[config.mk]
export PLATFORM = sky130hd
export DESIGN_NAME = tgtx_regs
export DESIGN_NICKNAME = d
export VERILOG_FILES = /design/src/tgtx_pkg.sv /design/src/tgtx_regs.sv
export SDC_FILE = /design/constraint.sdc
export NUM_CORES = 1
export LEC_CHECK = 0
export ABC_CLOCK_PERIOD_IN_PS = 1700
export BUFFER_PORTS_ARGS = -buffer_cell sky130_fd_sc_hd__buf_2
export CORE_MARGIN = 4
export CORE_UTILIZATION = 45
export DETAILED_ROUTE_END_ITERATION = 10
export PLACE_DENSITY_LB_ADDON = 0.08
export SLEW_MARGIN = 15
export SYNTH_ARGS = -nofsm -noshare
export SYNTH_HDL_FRONTEND = slang
export SYNTH_SLANG_ARGS = --single-unit
export TNS_END_PERCENT = 10
[constraint.sdc]
create_clock -name sys_clk -period 1.7 [get_ports sys_clk]
set_input_delay 0.17 -clock sys_clk [delete_from_list [all_inputs] [get_ports sys_clk]]
set_output_delay 0.17 -clock sys_clk [all_outputs]
set_load 0.05 [all_outputs]
[src/tgtx_pkg.sv]
// Package: register offsets, field positions, reset values and timing for the T1 global/transmit bank
package tgtx_pkg;
	localparam logic [9:0] ADDR_CHIP_IDENTITY        = 10'h001;
	localparam logic [9:0] ADDR_SOFT_RESET_TRIGGER   = 10'h004;
	localparam logic [9:0] ADDR_GP_PIN_CONTROL       = 10'h006;
	localparam logic [9:0] ADDR_SECOND_TICK_IRQ_EN   = 10'h00a;
	localparam logic [9:0] ADDR_SECOND_TICK_STATUS   = 10'h00b;
	localparam logic [9:0] ADDR_COUNTER_ACCESS_SEL   = 10'h00e;
	localparam logic [9:0] ADDR_COUNTER_ACCESS_VALUE = 10'h00f;
	localparam logic [9:0] ADDR_BACKPLANE_MUX_CONFIG = 10'h010;
	localparam logic [9:0] ADDR_CARRIER_MODE         = 10'h020;
	localparam logic [9:0] ADDR_TX_DEJITTER_CONFIG   = 10'h021;
	localparam logic [9:0] ADDR_TX_PATH_CONFIG       = 10'h022;
	localparam logic [9:0] ADDR_TX_DRIVER_CONFIG     = 10'h023;
	localparam logic [9:0] ADDR_FILL_LEVEL_MONITOR   = 10'h038;

	// Field positions
	localparam int BIT_PIN_DIRECTION    = 0;
	localparam int BIT_PIN_LEVEL        = 2;
	localparam int BIT_TICK             = 0;
	localparam int BIT_TX_MUX           = 0;
	localparam int BIT_RX_MUX           = 3;
	localparam int BIT_CARRIER_FAMILY   = 0;
	localparam int BIT_DJ_BANDWIDTH     = 0;
	localparam int BIT_DJ_DEPTH_LO      = 1;
	localparam int BIT_DJ_ENABLE        = 3;
	localparam int BIT_DJ_WIDEN         = 4;
	localparam int BIT_DJ_PEAK_SEL      = 5;
	localparam int BIT_TX_LINE_CODE     = 0;
	localparam int BIT_TX_POWER_DOWN    = 4;
	localparam int BIT_DRIVER_TRISTATE  = 4;

	// Writable masks; reserved bits read zero
	localparam logic [7:0] MASK_GP_PIN    = 8'h05;
	localparam logic [7:0] MASK_BIT0      = 8'h01;
	localparam logic [7:0] MASK_SEL       = 8'h0f;
	localparam logic [7:0] MASK_MUX       = 8'h09;
	localparam logic [7:0] MASK_DEJITTER  = 8'h3f;
	localparam logic [7:0] MASK_TX_PATH   = 8'h11;
	localparam logic [7:0] MASK_TX_DRIVER = 8'h1f;

	// Reset values
	localparam logic [7:0] RST_GP_PIN    = 8'h01;
	localparam logic [7:0] RST_TX_DRIVER = 8'h10;
	localparam logic [7:0] RST_ZERO      = 8'h00;

	localparam logic [3:0] COUNTER_SEL_LAST = 4'h b;

	// Depth codes
	localparam logic [1:0] DEPTH_128 = 2'b00;
	localparam logic [1:0] DEPTH_64  = 2'b01;
	localparam logic [6:0] DEPTH_128_BITS = 7'h7f;
	localparam logic [6:0] DEPTH_64_BITS  = 7'h40;
	localparam logic [6:0] DEPTH_32_BITS  = 7'h20;
	localparam logic [6:0] WIDEN_128 = 7'h04;
	localparam logic [6:0] WIDEN_64  = 7'h03;
	localparam logic [6:0] WIDEN_32  = 7'h02;

	// One-second timer
	localparam int  CLK_HZ       = 25_000_000;
	localparam int  TICK_SECONDS = 1;
	localparam int  TICK_CYCLES  = CLK_HZ * TICK_SECONDS;
endpackage

[src/tgtx_regs.sv]
// T1/J1 global and transmit control register bank
//
// Functional notes
// - Identity register is read-only; high nibble part code, low nibble revision.
// - Any write to the soft reset register resets the device.
// - Soft reset works only with the oscillator clock running.
// - Soft reset restores all registers except carrier mode register.
// - Pin direction 0 output, 1 input; default input.
// - Pin level drives pin when output; reads sampled pin when input.
// - Free-running one-second timer sets tick flag each second.
// - Writing 1 clears tick flag; writing 0 leaves it.
// - Interrupt asserted only when tick enable and tick flag both set.
// - Four-bit select chooses counter registers 00h through 0Bh.
// - Access data register presents selected counter byte, read-only.
// - Receive and transmit mux bits: 0 non-multiplexed, 1 multiplexed.
// - Monitor mode 0 writes current pointer distance into fill monitor.
// - Monitor mode 1 keeps peak pointer distance.
// - Widen bit widens bandwidth within 2/3/4 bits of FIFO edges.
// - Dejitter enable 1 active, 0 bypassed; default disabled.
// - Depth 00 128 bits, 01 64 bits, 1x 32 bits.
// - Bandwidth bit 0 selects 5 Hz, 1 selects 1.26 Hz.
// - Transmit power-down powers path down and tristates driver.
// - Line code 0 B8ZS, 1 AMI.
// - Driver tristate 1 floats driver only; default 1.
// - Carrier family bit 0 E1, 1 T1/J1.
//
// Implementation choice: the plain strobed port.
`timescale 1ns/10ps
`default_nettype none
module tgtx_regs #(
	parameter logic [3:0] PART_CODE     = 4'h a,     // Arbitrary value
	parameter logic [3:0] REVISION_CODE = 4'h 3,     // Arbitrary value
	parameter int         TICK_PERIOD   = tgtx_pkg::TICK_CYCLES
) (
	input  wire logic        sys_clk,
	input  wire logic        rst_n,
	input  wire logic [9:0]  reg_addr,
	input  wire logic [7:0]  reg_wdata,
	input  wire logic        reg_wr,
	input  wire logic        reg_rd,
	output logic      [7:0]  reg_rdata,
	input  wire logic        gp_pin_in,
	output logic             gp_pin_out,
	output logic             gp_pin_oe,
	output logic             irq_out,
	output logic      [3:0]  counter_sel,
	input  wire logic [7:0]  counter_data,
	input  wire logic [6:0]  fifo_distance,
	output logic             rx_sys_muxed,
	output logic             tx_sys_muxed,
	output logic             carrier_family_sel,
	output logic             tx_dejitter_enable,
	output logic [1:0]       dejitter_depth,
	output logic             dejitter_bandwidth,
	output logic             dejitter_widened,
	output logic             tx_power_down,
	output logic             tx_line_code_sel,
	output logic             driver_tristate,
	output logic             line_driver_hiz,
	output logic [3:0]       pulse_shape_sel,
	output logic             soft_reset_pulse
);
	import tgtx_pkg::*;

	////////////////////////////////////////////////////////////////////////
	function automatic logic hit(input logic [9:0] a, input logic [9:0] target);
		hit = (a == target);
	endfunction

	function automatic logic [6:0] depth_bits(input logic [1:0] d);
		case (d)
			DEPTH_128: depth_bits = DEPTH_128_BITS;
			DEPTH_64:  depth_bits = DEPTH_64_BITS;
			default:   depth_bits = DEPTH_32_BITS;
		endcase
	endfunction

	function automatic logic [6:0] widen_window(input logic [1:0] d);
		case (d)
			DEPTH_128: widen_window = WIDEN_128;
			DEPTH_64:  widen_window = WIDEN_64;
			default:   widen_window = WIDEN_32;
		endcase
	endfunction

	////////////////////////////////////////////////////////////////////////
	// Pin synchroniser
	logic gp_sync1_reg;
	logic gp_sync2_reg;
	logic gp_sync1_next;
	logic gp_sync2_next;

	always_comb begin
		gp_sync1_next = gp_pin_in;
		gp_sync2_next = gp_sync1_reg;
	end

	always_ff @(posedge sys_clk) begin
		if (!rst_n) begin
			gp_sync1_reg <= 1'b0;
			gp_sync2_reg <= 1'b0;
		end else begin
			gp_sync1_reg <= gp_sync1_next;
			gp_sync2_reg <= gp_sync2_next;
		end
	end

	////////////////////////////////////////////////////////////////////////
	// Register state
	logic [7:0]  gp_pin_reg,    gp_pin_next;
	logic        tick_en_reg,   tick_en_next;
	logic        tick_flag_reg, tick_flag_next;
	logic [3:0]  sel_reg,       sel_next;
	logic [7:0]  mux_reg,       mux_next;
	logic [7:0]  mode_reg,      mode_next;
	logic [7:0]  dj_reg,        dj_next;
	logic [7:0]  txp_reg,       txp_next;
	logic [7:0]  txd_reg,       txd_next;
	logic [6:0]  fill_reg,      fill_next;
	logic [31:0] tick_cnt_reg,  tick_cnt_next;
	logic        srst_reg,      srst_next;
	logic [7:0]  rdata_reg,     rdata_next;
	logic        tick_done;
	logic        soft_rst;

	// Soft reset only acts on sys_clk edges, so a stopped oscillator means no reset
	assign soft_rst  = srst_reg;
	assign tick_done = (tick_cnt_reg == 32'(TICK_PERIOD - 1));

	always_comb begin
		gp_pin_next    = gp_pin_reg;
		tick_en_next   = tick_en_reg;
		tick_flag_next = tick_flag_reg;
		sel_next       = sel_reg;
		mux_next       = mux_reg;
		mode_next      = mode_reg;
		dj_next        = dj_reg;
		txp_next       = txp_reg;
		txd_next       = txd_reg;
		fill_next      = fill_reg;
		srst_next      = 1'b0;
		tick_cnt_next  = tick_done ? 32'h0000_0000 : tick_cnt_reg + 32'h0000_0001;

		if (reg_wr) begin
			if (hit(reg_addr, ADDR_SOFT_RESET_TRIGGER))
				srst_next = 1'b1;
			if (hit(reg_addr, ADDR_GP_PIN_CONTROL))
				gp_pin_next = reg_wdata & MASK_GP_PIN;
			if (hit(reg_addr, ADDR_SECOND_TICK_IRQ_EN))
				tick_en_next = reg_wdata[BIT_TICK];
			if (hit(reg_addr, ADDR_SECOND_TICK_STATUS) && reg_wdata[BIT_TICK])
				tick_flag_next = 1'b0;
			if (hit(reg_addr, ADDR_COUNTER_ACCESS_SEL))
				sel_next = reg_wdata[3:0];
			if (hit(reg_addr, ADDR_BACKPLANE_MUX_CONFIG))
				mux_next = reg_wdata & MASK_MUX;
			if (hit(reg_addr, ADDR_CARRIER_MODE))
				mode_next = reg_wdata & MASK_SEL;
			if (hit(reg_addr, ADDR_TX_DEJITTER_CONFIG))
				dj_next = reg_wdata & MASK_DEJITTER;
			if (hit(reg_addr, ADDR_TX_PATH_CONFIG))
				txp_next = reg_wdata & MASK_TX_PATH;
			if (hit(reg_addr, ADDR_TX_DRIVER_CONFIG))
				txd_next = reg_wdata & MASK_TX_DRIVER;
		end
		// Set beats a simultaneous clear
		if (tick_done)
			tick_flag_next = 1'b1;

		if (!dj_reg[BIT_DJ_PEAK_SEL])
			fill_next = fifo_distance;
		else if (fifo_distance > fill_reg)
			fill_next = fifo_distance;
	end

	always_ff @(posedge sys_clk) begin
		if (!rst_n) begin
			mode_reg <= RST_ZERO;
		end else begin
			mode_reg <= mode_next;
		end
	end

	always_ff @(posedge sys_clk) begin
		if (!rst_n || soft_rst) begin
			gp_pin_reg    <= RST_GP_PIN;
			tick_en_reg   <= 1'b0;
			tick_flag_reg <= 1'b0;
			sel_reg       <= 4'h0;
			mux_reg       <= RST_ZERO;
			dj_reg        <= RST_ZERO;
			txp_reg       <= RST_ZERO;
			txd_reg       <= RST_TX_DRIVER;
			fill_reg      <= 7'h00;
			tick_cnt_reg  <= 32'h0000_0000;
		end else begin
			gp_pin_reg    <= gp_pin_next;
			tick_en_reg   <= tick_en_next;
			tick_flag_reg <= tick_flag_next;
			sel_reg       <= sel_next;
			mux_reg       <= mux_next;
			dj_reg        <= dj_next;
			txp_reg       <= txp_next;
			txd_reg       <= txd_next;
			fill_reg      <= fill_next;
			tick_cnt_reg  <= tick_cnt_next;
		end
	end

	always_ff @(posedge sys_clk) begin
		if (!rst_n) begin
			srst_reg <= 1'b0;
		end else begin
			srst_reg <= srst_next;
		end
	end

	////////////////////////////////////////////////////////////////////////
	// Read path, data valid the cycle after the strobe
	always_comb begin
		rdata_next = 8'h00;
		if (reg_rd) begin
			case (reg_addr)
				ADDR_CHIP_IDENTITY:        rdata_next = {PART_CODE, REVISION_CODE};
				ADDR_GP_PIN_CONTROL: begin
					rdata_next = gp_pin_reg;
					if (gp_pin_reg[BIT_PIN_DIRECTION])
						rdata_next[BIT_PIN_LEVEL] = gp_sync2_reg;
				end
				ADDR_SECOND_TICK_IRQ_EN:   rdata_next = {7'h00, tick_en_reg};
				ADDR_SECOND_TICK_STATUS:   rdata_next = {7'h00, tick_flag_reg};
				ADDR_COUNTER_ACCESS_SEL:   rdata_next = {4'h0, sel_reg};
				// Selects above 0Bh return zero rather than alias a counter
				ADDR_COUNTER_ACCESS_VALUE: rdata_next = (sel_reg <= COUNTER_SEL_LAST) ? counter_data : 8'h00;
				ADDR_BACKPLANE_MUX_CONFIG: rdata_next = mux_reg;
				ADDR_CARRIER_MODE:         rdata_next = mode_reg;
				ADDR_TX_DEJITTER_CONFIG:   rdata_next = dj_reg;
				ADDR_TX_PATH_CONFIG:       rdata_next = txp_reg;
				ADDR_TX_DRIVER_CONFIG:     rdata_next = txd_reg;
				ADDR_FILL_LEVEL_MONITOR:   rdata_next = {1'b0, fill_reg};
				default:                   rdata_next = 8'h00;
			endcase
		end
	end

	always_ff @(posedge sys_clk) begin
		if (!rst_n) begin
			rdata_reg <= 8'h00;
		end else begin
			rdata_reg <= rdata_next;
		end
	end

	////////////////////////////////////////////////////////////////////////
	// Outputs
	assign reg_rdata          = rdata_reg;
	assign gp_pin_oe          = !gp_pin_reg[BIT_PIN_DIRECTION];
	assign gp_pin_out         = gp_pin_reg[BIT_PIN_LEVEL];
	assign irq_out            = tick_en_reg & tick_flag_reg;
	assign counter_sel        = sel_reg;
	assign rx_sys_muxed       = mux_reg[BIT_RX_MUX];
	assign tx_sys_muxed       = mux_reg[BIT_TX_MUX];
	assign carrier_family_sel = mode_reg[BIT_CARRIER_FAMILY];
	assign tx_dejitter_enable = dj_reg[BIT_DJ_ENABLE];
	assign dejitter_depth     = dj_reg[BIT_DJ_DEPTH_LO +: 2];
	assign dejitter_bandwidth = dj_reg[BIT_DJ_BANDWIDTH];
	// Widened while distance is near empty or near full for the chosen depth
	assign dejitter_widened   = dj_reg[BIT_DJ_ENABLE] & dj_reg[BIT_DJ_WIDEN] &
		((fifo_distance < widen_window(dejitter_depth)) ||
		 (fifo_distance > (depth_bits(dejitter_depth) - widen_window(dejitter_depth))));
	assign tx_power_down      = txp_reg[BIT_TX_POWER_DOWN];
	assign tx_line_code_sel   = txp_reg[BIT_TX_LINE_CODE];
	assign driver_tristate    = txd_reg[BIT_DRIVER_TRISTATE];
	assign line_driver_hiz    = txd_reg[BIT_DRIVER_TRISTATE] | txp_reg[BIT_TX_POWER_DOWN];
	assign pulse_shape_sel    = txd_reg[3:0];
	assign soft_reset_pulse   = srst_reg;
endmodule
`default_nettype wire

==> flow_metrics.tcl, run 1 <==
set metrics [dict create \
    detail-route-antenna-nets 0 \
    fmax_mhz 470 \
    power_uw 3830 \
    place_congestion 0.905 \
    dpl_worst_slack_ps -160 \
    status "finished with violations" \
    end_kind "primary output" \
    drive_above_1_share_pct 30.3 \
    die_area_sq_um 10400 \
    synth_seq_cells 77 \
    rsz0062_at_grt "true" \
    vias 3687 \
    ctsRootBufferMaster "clkbuf_8" \
    clock_latency_ps 350 \
    r2r_cells 8 \
    drt_first_pass_iters 4 \
    die-height_um 102 \
    nNetsFinal 634 \
    syn_to_final_growth_pct 30.7 \
    slew_viol_final 0 \
    drc 0 \
    coreArea_sq_um 8680 \
    synth_warnings 0 \
    finalCritPeriodShare_pct 125 \
    violations "negative setup slack" \
    cts_tree "built" \
    yosys.area.top_type_share_pct 38.7 \
    hold_violations 0 \
    relSlewSlack_pct 54.8 \
    r2r-start "fill_reg[1]" \
    p_switching_uw 881 \
    io_pins 70 \
    synth_nets 519 \
    cts.reportedPaths.clkPinSlew_ps 80 \
    synth-seq-area-share_pct 38.7 \
    cts_buffer_depth 2 \
    crit_arrival_ps 1960 \
    first_global_vias 3459 \
    min-delay-path-class "input pin to register" \
    synth.distinct_cells 52 \
    yosysTopAreaCell "dfxtp_1" \
    r2r_end "fill_reg[1]" \
    antenna_found_initial 0 \
    io_buffers 67 \
    drt_iter0_drc 195 \
    yosys_most_used_dff "dfxtp_1" \
    worst-setup-path-type "register to primary output" \
    clock-sinks 77 \
    syn_inst 464 \
    start_util_pct 45.9 \
    wl_per_cell_um 15.2 \
    period_needed_ps 2130 \
    reg2reg_slack_ps 100 \
    worst_pin_slew_ps 676 \
    leakage_uw 0.00227 \
    synth_most_common_cell "dfxtp_1" \
    hold_path_depth 2 \
    grt_pass1_wl_um 17000 \
    grt_overflow 0 \
    cellPowerDensity_nw_per_um2 734 \
    pwr-share-seq_pct 47.8 \
    whs_endpoint "gp_sync1_reg" \
    fin_area_sq_um 5210 \
    avgSynthCellArea_sq_um 8.59 \
    max_cap_viol_count 0 \
    placed_cell_area_sq_um 4840 \
    n_antenna_cell 0 \
    grt.total_usage_pct 20.7 \
    post-route-util_pct 60.1 \
    synthArstFlopShare_pct 0 \
    place_hpwl_um 7920 \
    grt_max_degree 32 \
    synth.area.top_cells "dfxtp_1 39%, mux2i_1 6.8%, nor2_1 5.8%" \
    skew_ps 13.0 \
    power_frac_clock_pct 43.3 \
    setup_violations 1 \
    htree_levels 3 \
    vias_per_cell 5.33 \
    num_rows 34 \
    routed_wl_um 10500 \
    die_w_um 102 \
    synth_edf_count 0 \
    worstPathRequired_ps 1530 \
    combPwrFrac_pct 8.9 \
    ys_top_cells_by_count "77 x dfxtp_1, 62 x nor2_1, 54 x nand2_1, 28 x nand3_1, 27 x mux2i_1" \
    cts_made_buffers 9 \
    syn_area_sq_um 3990 \
    start_kind "register" \
    largest_reg_flops 32 \
    ir_worst_vdd_v 0.000366 \
    sw_frac_of_total_pct 23.0 \
    intPower_uw 2950 \
    min_from "gp_pin_in" \
    postLayoutSetupSlackWorst_ps -426 \
    cp_max_fo 4 \
]
## cell usage in the layout (no fill, tap or decap), types with 2 or more instances in the layout
| master | instances |
|---|---|
| xor2_1 | 25 |
| a221oi_1 | 2 |
| buf_4 | 52 |
| xnor2_1 | 5 |
| nor3_1 | 3 |
| nor4_4 | 3 |
| ha_1 | 9 |
| nor2_1 | 61 |
| nor2_4 | 3 |
| nand2b_1 | 3 |
| clkbuf_8 | 9 |
| nor2b_1 | 9 |
| and3_1 | 6 |
| nand3_1 | 27 |
| a21oi_1 | 21 |
| o21ai_1 | 2 |
| nand4_1 | 17 |
| dfxtp_2 | 6 |
| a32o_1 | 2 |
| buf_2 | 66 |
| nand4b_1 | 2 |
| a22oi_1 | 6 |
| inv_1 | 14 |
| buf_6 | 3 |
| o21bai_1 | 2 |
| nand3_2 | 3 |
| and2_1 | 4 |
| or2_2 | 2 |
| ha_4 | 8 |
| a31oi_1 | 4 |
| dfxtp_1 | 70 |
| o21ai_0 | 6 |
| nand2_1 | 54 |
| bufinv_16 | 3 |
| nor4_1 | 6 |
| and4_1 | 7 |
| mux2i_1 | 27 |
## repair_timing
item | CTS | global route
hold endpoints to repair | 0 | 0
setup endpoints to repair | 1 | 39
pin swaps | 0 | 6
setup buffers | 0 | 1
hold buffers | 0 | 0
resized for setup | 4 | 20
## power by group through the flow
stage / registers, uW / logic, uW / clock network (uW)
after floorplan: 1870 / 145 / 0
after global placement: 1870 / 309 / 0
after detailed placement: 1870 / 316 / 0
after CTS: 1830 / 319 / 1690
after global routing: 1830 / 377 / 1790
final: 1830 / 340 / 1660
## critical path, cell delays in order (launching register included)
cell and delay (ps):
dfxtp_4 360, nor2_4 110, inv_2 60, ha_4 270
ha_4 180, nand2_1 60, nor3_1 40, a21oi_1 150
o21ai_2 90, a21oi_4 120, buf_6 170
## cells by family after synthesis
group                    Yosys count  share of synthesized area, %
flip-flops                        77                          38.7
XOR/XNOR                          30                          6.59
adder cells (fa/ha/maj)           17                          5.33
other                              1                        0.0940
multiplexers                      28                          7.06
AO/OA/AOI/OAI                     57                          9.57
AND/OR/NAND/NOR                  221                          29.1
buffers and inverters             33                          3.58
## cell type report
cell class,count,area (sq um)
fill,814,3470
multi-input combinational,354,2450
sequential,77,1550
timing repair buffer,122,774
tap,108,135
clock buffer,10,128
clock inverter,6,111
inverter,15,56.3
## how the worst max path moves through the flow
stage	startpoint	endpoint	slack (ps)	cells after the start
global placement	dj_reg[2]	dejitter_widened	-150	10
CTS	dj_reg[2]	dejitter_widened	-440	10
detailed placement	dj_reg[2]	dejitter_widened	-160	10
floorplan	dj_reg[2]	dejitter_widened	-60	9
finish	dj_reg[2]	dejitter_widened	-430	10
global route	dj_reg[2]	dejitter_widened	-540	10
## per-layer routing
metal | track usage [%] | part of all wire [%]
met1 | 30.5 | 47
met2 | 30.8 | 47
met3 | 3.28 | 4.5
met4 | 7.06 | 1.5
met5 | 0 | 0
## through the flow
stage	setup TNS [ps]	cells	hold slack, ps
2_1_floorplan	-59.6	464	292
3_3_place_gp	-558	675	386
3_5_place_dp	-528	675	381
4_1_cts	-442	691	18.5
5_1_grt	-538	692	37.7
6_report	-426	692	29.5
No activity file was read; power rests on OpenSTA's default activity.
==> run 2: changes to the inputs <==
--- a/config.mk
+++ b/config.mk
@@ -8,7 +8,7 @@
 export ABC_CLOCK_PERIOD_IN_PS = 1700
 export BUFFER_PORTS_ARGS = -buffer_cell sky130_fd_sc_hd__buf_2
 export CORE_MARGIN = 4
-export CORE_UTILIZATION = 45
+export CORE_UTILIZATION = 25
 export DETAILED_ROUTE_END_ITERATION = 10
 export PLACE_DENSITY_LB_ADDON = 0.08
 export SLEW_MARGIN = 15
==> run 2 against run 1 <==
  * Flip-flop and latch count is the same
  * Clock power grew 28%
  * Clock skew shrank 5.4 ps
  * Combinational power grew 1%
  * Critical path type unchanged
  * Global-route usage shrank 7.2 points
  * The flow still finishes with violations (negative setup slack)
  * Cell count grew 16%
  * Non-clock buffer count grew 6
==> flow_metrics.tcl, run 2 (synthesis results as in run 1) <==
set metrics [dict create \
    grt_overflow 0 \
    period_needed_ps 2110 \
    cts_made_buffers 9 \
    vias 3691 \
    dp.cells 783 \
    rsz0062_at_grt "true" \
    cts.reportedPaths.clkPinSlew_ps 60 \
    drt_iter0_drc 171 \
    intPower_uw 3330 \
    die-height_um 134 \
    antenna_found_initial 0 \
    pwr-share-seq_pct 42.7 \
    cts_buffer_depth 2 \
    detail-route-antenna-nets 0 \
    ir_worst_vdd_v 0.000517 \
    first_global_vias 3617 \
    num_rows 45 \
    drive_above_1_share_pct 32.0 \
    r2r_end "fill_reg[2]" \
    coreArea_sq_um 15400 \
    slew_viol_final 0 \
    place_hpwl_um 9240 \
    setup_violations 1 \
    min-delay-path-class "input pin to register" \
    sw_frac_of_total_pct 22.4 \
    place_congestion 0.819 \
    combPwrFrac_pct 8.0 \
    skew_ps 7.61 \
    drc 0 \
    cp_max_fo 4 \
    reg2reg_slack_ps 80 \
    dpl_worst_slack_ps -178 \
    start_util_pct 25.8 \
    hold_violations 0 \
    final_cell_mix "68 x dfxtp_1, 66 x buf_2, 61 x nor2_1" \
    relSlewSlack_pct 51.4 \
    cts_tree "built" \
    r2r_cells 8 \
    htree_levels 3 \
    final_common_cell "dfxtp_1" \
    status "finished with violations" \
    fill_cells 1667 \
    die_area_sq_um 18000 \
    syn_to_final_growth_pct 37.6 \
    worst-setup-path-type "register to primary output" \
    leakage_uw 0.00236 \
    violations "negative setup slack" \
    fin_cells 801 \
    cellPowerDensity_nw_per_um2 782 \
    worst_pin_slew_ps 727 \
    routed_wl_um 12100 \
    finalCritPeriodShare_pct 124 \
    postLayoutSetupSlackWorst_ps -410 \
    grt_pass1_wl_um 19300 \
    tns_ps -410 \
    r2r-start "fill_reg[1]" \
    vias_per_cell 4.61 \
    n_antenna_cell 0 \
    clock-sinks 77 \
    grt.total_usage_pct 13.6 \
    drt_first_pass_iters 4 \
    power_frac_clock_pct 49.3 \
    io_buffers 67 \
    io_pins 70 \
    end_kind "primary output" \
    wl_per_cell_um 15.1 \
    crit_arrival_ps 1940 \
    hold_path_depth 2 \
    worstPathRequired_ps 1530 \
    clock_latency_ps 340 \
    ctsRootBufferMaster "clkbuf_16" \
    nNetsFinal 640 \
    p_switching_uw 960 \
    largest_reg_flops 32 \
    min_from "gp_pin_in" \
    grt_max_degree 32 \
    max_cap_viol_count 0 \
    die_w_um 134 \
    fmax_mhz 474 \
    post-route-util_pct 35.6 \
    whs_endpoint "gp_sync1_reg" \
    start_kind "register" \
]
## run 2: changes by cell type in the layout (fill, tap and decap cells not counted), sizes merged
cell and delta:
clkinvlp -1, bufinv -1, buf +6, clkbuf +2
## run 2: how the worst max path moves through the flow
stage	start	endpoint	slack (ps)	cells past startpoint
CTS	dj_reg[2]	dejitter_widened	-440	10
global placement	dj_reg[2]	dejitter_widened	-160	10
finish	dj_reg[2]	dejitter_widened	-410	10
floorplan	dj_reg[2]	dejitter_widened	-60	9
detailed placement	dj_reg[2]	dejitter_widened	-180	10
global route	dj_reg[2]	dejitter_widened	-510	10
## run 2: timing repair
| action | CTS | global route |
|---|---|---|
| buffers inserted | 0 | 2 |
| pin swaps | 1 | 9 |
| gates resized for setup | 5 | 26 |
| setup endpoints to repair | 1 | 39 |
| hold buffers | 0 | 0 |
## run 2: layout make-up
cell class	count	area (sq um)	share of cell area [%]
Multi-Input combinational cell	354	2470	45.0
Sequential cell	77	1560	28.4
Timing Repair Buffer	128	816	14.9
Tap cell	211	264	4.81
Clock buffer	12	256	4.68
Clock inverter	4	70.1	1.28
Inverter	15	56.3	1.03
## run 2: critical path, cell delays in order, from the launching register on
cell and delay [ps]:
dfxtp_4 360, nor2_4 120, inv_2 60, ha_4 270, ha_4 190, nand2_2 50
nor3_1 30, a21oi_1 140, o21ai_2 90, a21oi_4 120, buf_6 170
## run 2: per-stage QoR
step	instance area (sq um)	total power, uW	hold slack, ps
after floorplan	4040	2020	292
after global placement	5000	2200	385
after detailed placement	5000	2200	382
after CTS	5350	4340	27.5
after global routing	5490	4470	38.1
final	5490	4290	38.1
## run 2: metal layers
layer | vias up | global-route usage, % | routed length [um] | share of wire [%]
li1 | 1878 | - | - | -
met2 | 62 | 20.5 | 5420 | 45
met4 | 0 | 4.92 | 180 | 1.5
met1 | 1736 | 19.4 | 6060 | 50
met5 | - | 0 | 0 | 0
met3 | 15 | 2.33 | 442 | 3.7
## run 2: power by group through the flow
| stage | Combinational, uW | Clock [uW] | Sequential [uW] |
|---|---|---|---|
| after CTS | 334 | 2170 | 1830 |
| after floorplan | 145 | 0 | 1870 |
| final | 344 | 2120 | 1830 |
| after global routing | 383 | 2250 | 1830 |
| after detailed placement | 332 | 0 | 1870 |
| after global placement | 330 | 0 | 1870 |
==> run 3: changes to the inputs <==
--- a/config.mk
+++ b/config.mk
@@ -5,7 +5,7 @@
 export SDC_FILE = /design/constraint.sdc
 export NUM_CORES = 1
 export LEC_CHECK = 0
-export ABC_CLOCK_PERIOD_IN_PS = 1700
+export ABC_CLOCK_PERIOD_IN_PS = 2300
 export BUFFER_PORTS_ARGS = -buffer_cell sky130_fd_sc_hd__buf_2
 export CORE_MARGIN = 4
 export CORE_UTILIZATION = 25
==> constraint.sdc (replaced) <==
create_clock -name sys_clk -period 2.3 [get_ports sys_clk]
set_input_delay 0.23 -clock sys_clk [delete_from_list [all_inputs] [get_ports sys_clk]]
set_output_delay 0.23 -clock sys_clk [all_outputs]
set_load 0.05 [all_outputs]
==> run 3 against run 2 <==
  * The run now ends clean
  * Design area shrank 8.5%
  * Via count down 5.6%
  * Core utilization shrank 3.0 points
  * Count of clock-buffer cells in the layout unchanged
  * Worst setup slack better by 470 ps
  * First-iteration DRC count shrank 22%
  * Cell count fell by 5.6%
  * Worst hold slack better by 59 ps
  * Combinational power is 42% lower
  * Non-clock buffer count down 45
  * Sequential share of layout area increased by 2.5 points
  * Critical endpoint unchanged
==> flow_metrics.tcl, run 3 (synthesis results as in run 1) <==
set metrics [dict create \
    place_congestion 0.765 \
    first_global_vias 3435 \
    drt_first_pass_iters 4 \
    skew_ps 5.86 \
    reg2reg_slack_ps 490 \
    worst-setup-path-type "register to primary output" \
    cts_tree "built" \
    drive_above_1_share_pct 22.6 \
    routed_wl_um 11500 \
    nNetsFinal 595 \
    drt_iter0_drc 133 \
    ir_worst_vdd_v 0.000353 \
    ctsRootBufferMaster "clkbuf_16" \
    drc 0 \
    io_buffers 67 \
    finalCritPeriodShare_pct 97.4 \
    die-height_um 134 \
    r2r_end "fill_reg[5]" \
    worst_pin_slew_ps 676 \
    whs_endpoint "gp_sync1_reg" \
    critical_path.cell_chain "nor2_4 > inv_2 > ha_4 > ha_4 > nor2b_1 > o21ai_1 > a21oi_1 > o21ai_1 > a21oi_2 > buf_6" \
    end_kind "primary output" \
    clock_latency_ps 330 \
    min_from "gp_pin_in" \
    coreArea_sq_um 15400 \
    antenna_found_initial 0 \
    status "completed" \
    dp.cells 738 \
    r2r-start "fill_reg[1]" \
    grt_pass1_wl_um 18400 \
    met3_usage_pct 2.81 \
    met1_usage_pct 19.1 \
    leakage_uw 0.00212 \
    cp_max_fo 5 \
    final_common_cell "dfxtp_1" \
    r2r_cells 7 \
    cts_buffer_depth 2 \
    multiInputGateArea_sq_um 2350 \
    rsz0062_at_grt "true" \
    start_kind "register" \
    cts.reportedPaths.clkPinSlew_ps 60 \
    grt.total_usage_pct 13.1 \
    fin_area_sq_um 5020 \
    num_rows 45 \
    period_needed_ps 2240 \
    fmax_mhz 446 \
    seq_area_sq_um 1550 \
    die_area_sq_um 18000 \
    syn_to_final_growth_pct 25.9 \
    vias 3484 \
    crit_buf_inv 2 \
    cpMaxStageDelayCell "dfxtp_4" \
    grt_use_met2_pct 19.1 \
    clock-sinks 77 \
    fin_cells 756 \
    hold_path_depth 2 \
    grt.busiest_layer "met1" \
    cp_top_family "compound AO/OA/AOI/OAI gates" \
    vias_per_cell 4.61 \
    htree_levels 3 \
    die_w_um 134 \
    cellPowerDensity_nw_per_um2 617 \
    n_antenna_cell 0 \
    min-delay-path-class "input pin to register" \
    largest_reg_flops 32 \
    placed_cell_area_sq_um 4620 \
    post-route-util_pct 32.5 \
    relSlewSlack_pct 54.9 \
    place_hpwl_um 8700 \
    detail-route-antenna-nets 0 \
    io_pins 70 \
    whs_ps 96.9 \
    cp_slowest_stage_delay_ps 370 \
    crit_arrival_ps 2010 \
    final_cell_mix "75 x dfxtp_1, 66 x buf_2, 61 x nor2_1" \
    start_util_pct 25.8 \
    grt_overflow 0 \
    hold_violations 0 \
    setup_violations 0 \
    fill_cells 1658 \
    worstPathRequired_ps 2070 \
    slew_viol_final 0 \
    power_uw 3100 \
    grt_max_degree 32 \
    cts_made_buffers 9 \
    max_cap_viol_count 0 \
    wl_per_cell_um 15.2 \
]
## run 3: final cells by class
| class | instances | share of cell area [%] |
|---|---|---|
| Multi-Input combinational cell | 354 | 46.8 |
| Timing Repair Buffer | 83 | 9.45 |
| Inverter | 15 | 1.12 |
| Clock inverter | 4 | 1.40 |
| Sequential cell | 77 | 30.9 |
| Tap cell | 211 | 5.26 |
| Clock buffer | 12 | 5.11 |
## run 3: power breakdown
group	total (uW)	switching, uW	internal [uW]
combinational	199	124	74.9
clock	1540	538	1010
sequential	1360	12.4	1340
## run 3: repair_timing
action                                  4_1_cts  5_1_grt
setup buffers                                 1        1
gates resized for setup                       9        7
gates cloned                                  0        0
pin swaps                                     4        6
hold buffers                                  0        0
endpoints found under the setup margin        1        1
## run 3: per-stage QoR
stage          setup slack (ps)  TNS, ps
6_report                   59.5        0
2_1_floorplan               186        0
3_3_place_gp                194        0
3_5_place_dp                140        0
5_1_grt                   -37.9    -37.9
4_1_cts                    8.34        0
## run 3: worst max path at each step
stage / startpoint / end / cells past startpoint
after floorplan: dj_reg[1] / dejitter_widened / 9
after global placement: dj_reg[1] / dejitter_widened / 10
after detailed placement: dj_reg[1] / dejitter_widened / 10
after CTS: dj_reg[2] / dejitter_widened / 10
after global routing: dj_reg[1] / dejitter_widened / 10
final: dj_reg[1] / dejitter_widened / 10
## run 3: metal layers
metal | vias to the layer above | wire [um]
met4 | 0 | 153
li1 | 1793 | -
met5 | - | 0
met1 | 1626 | 6100
met3 | 10 | 333
met2 | 55 | 4940
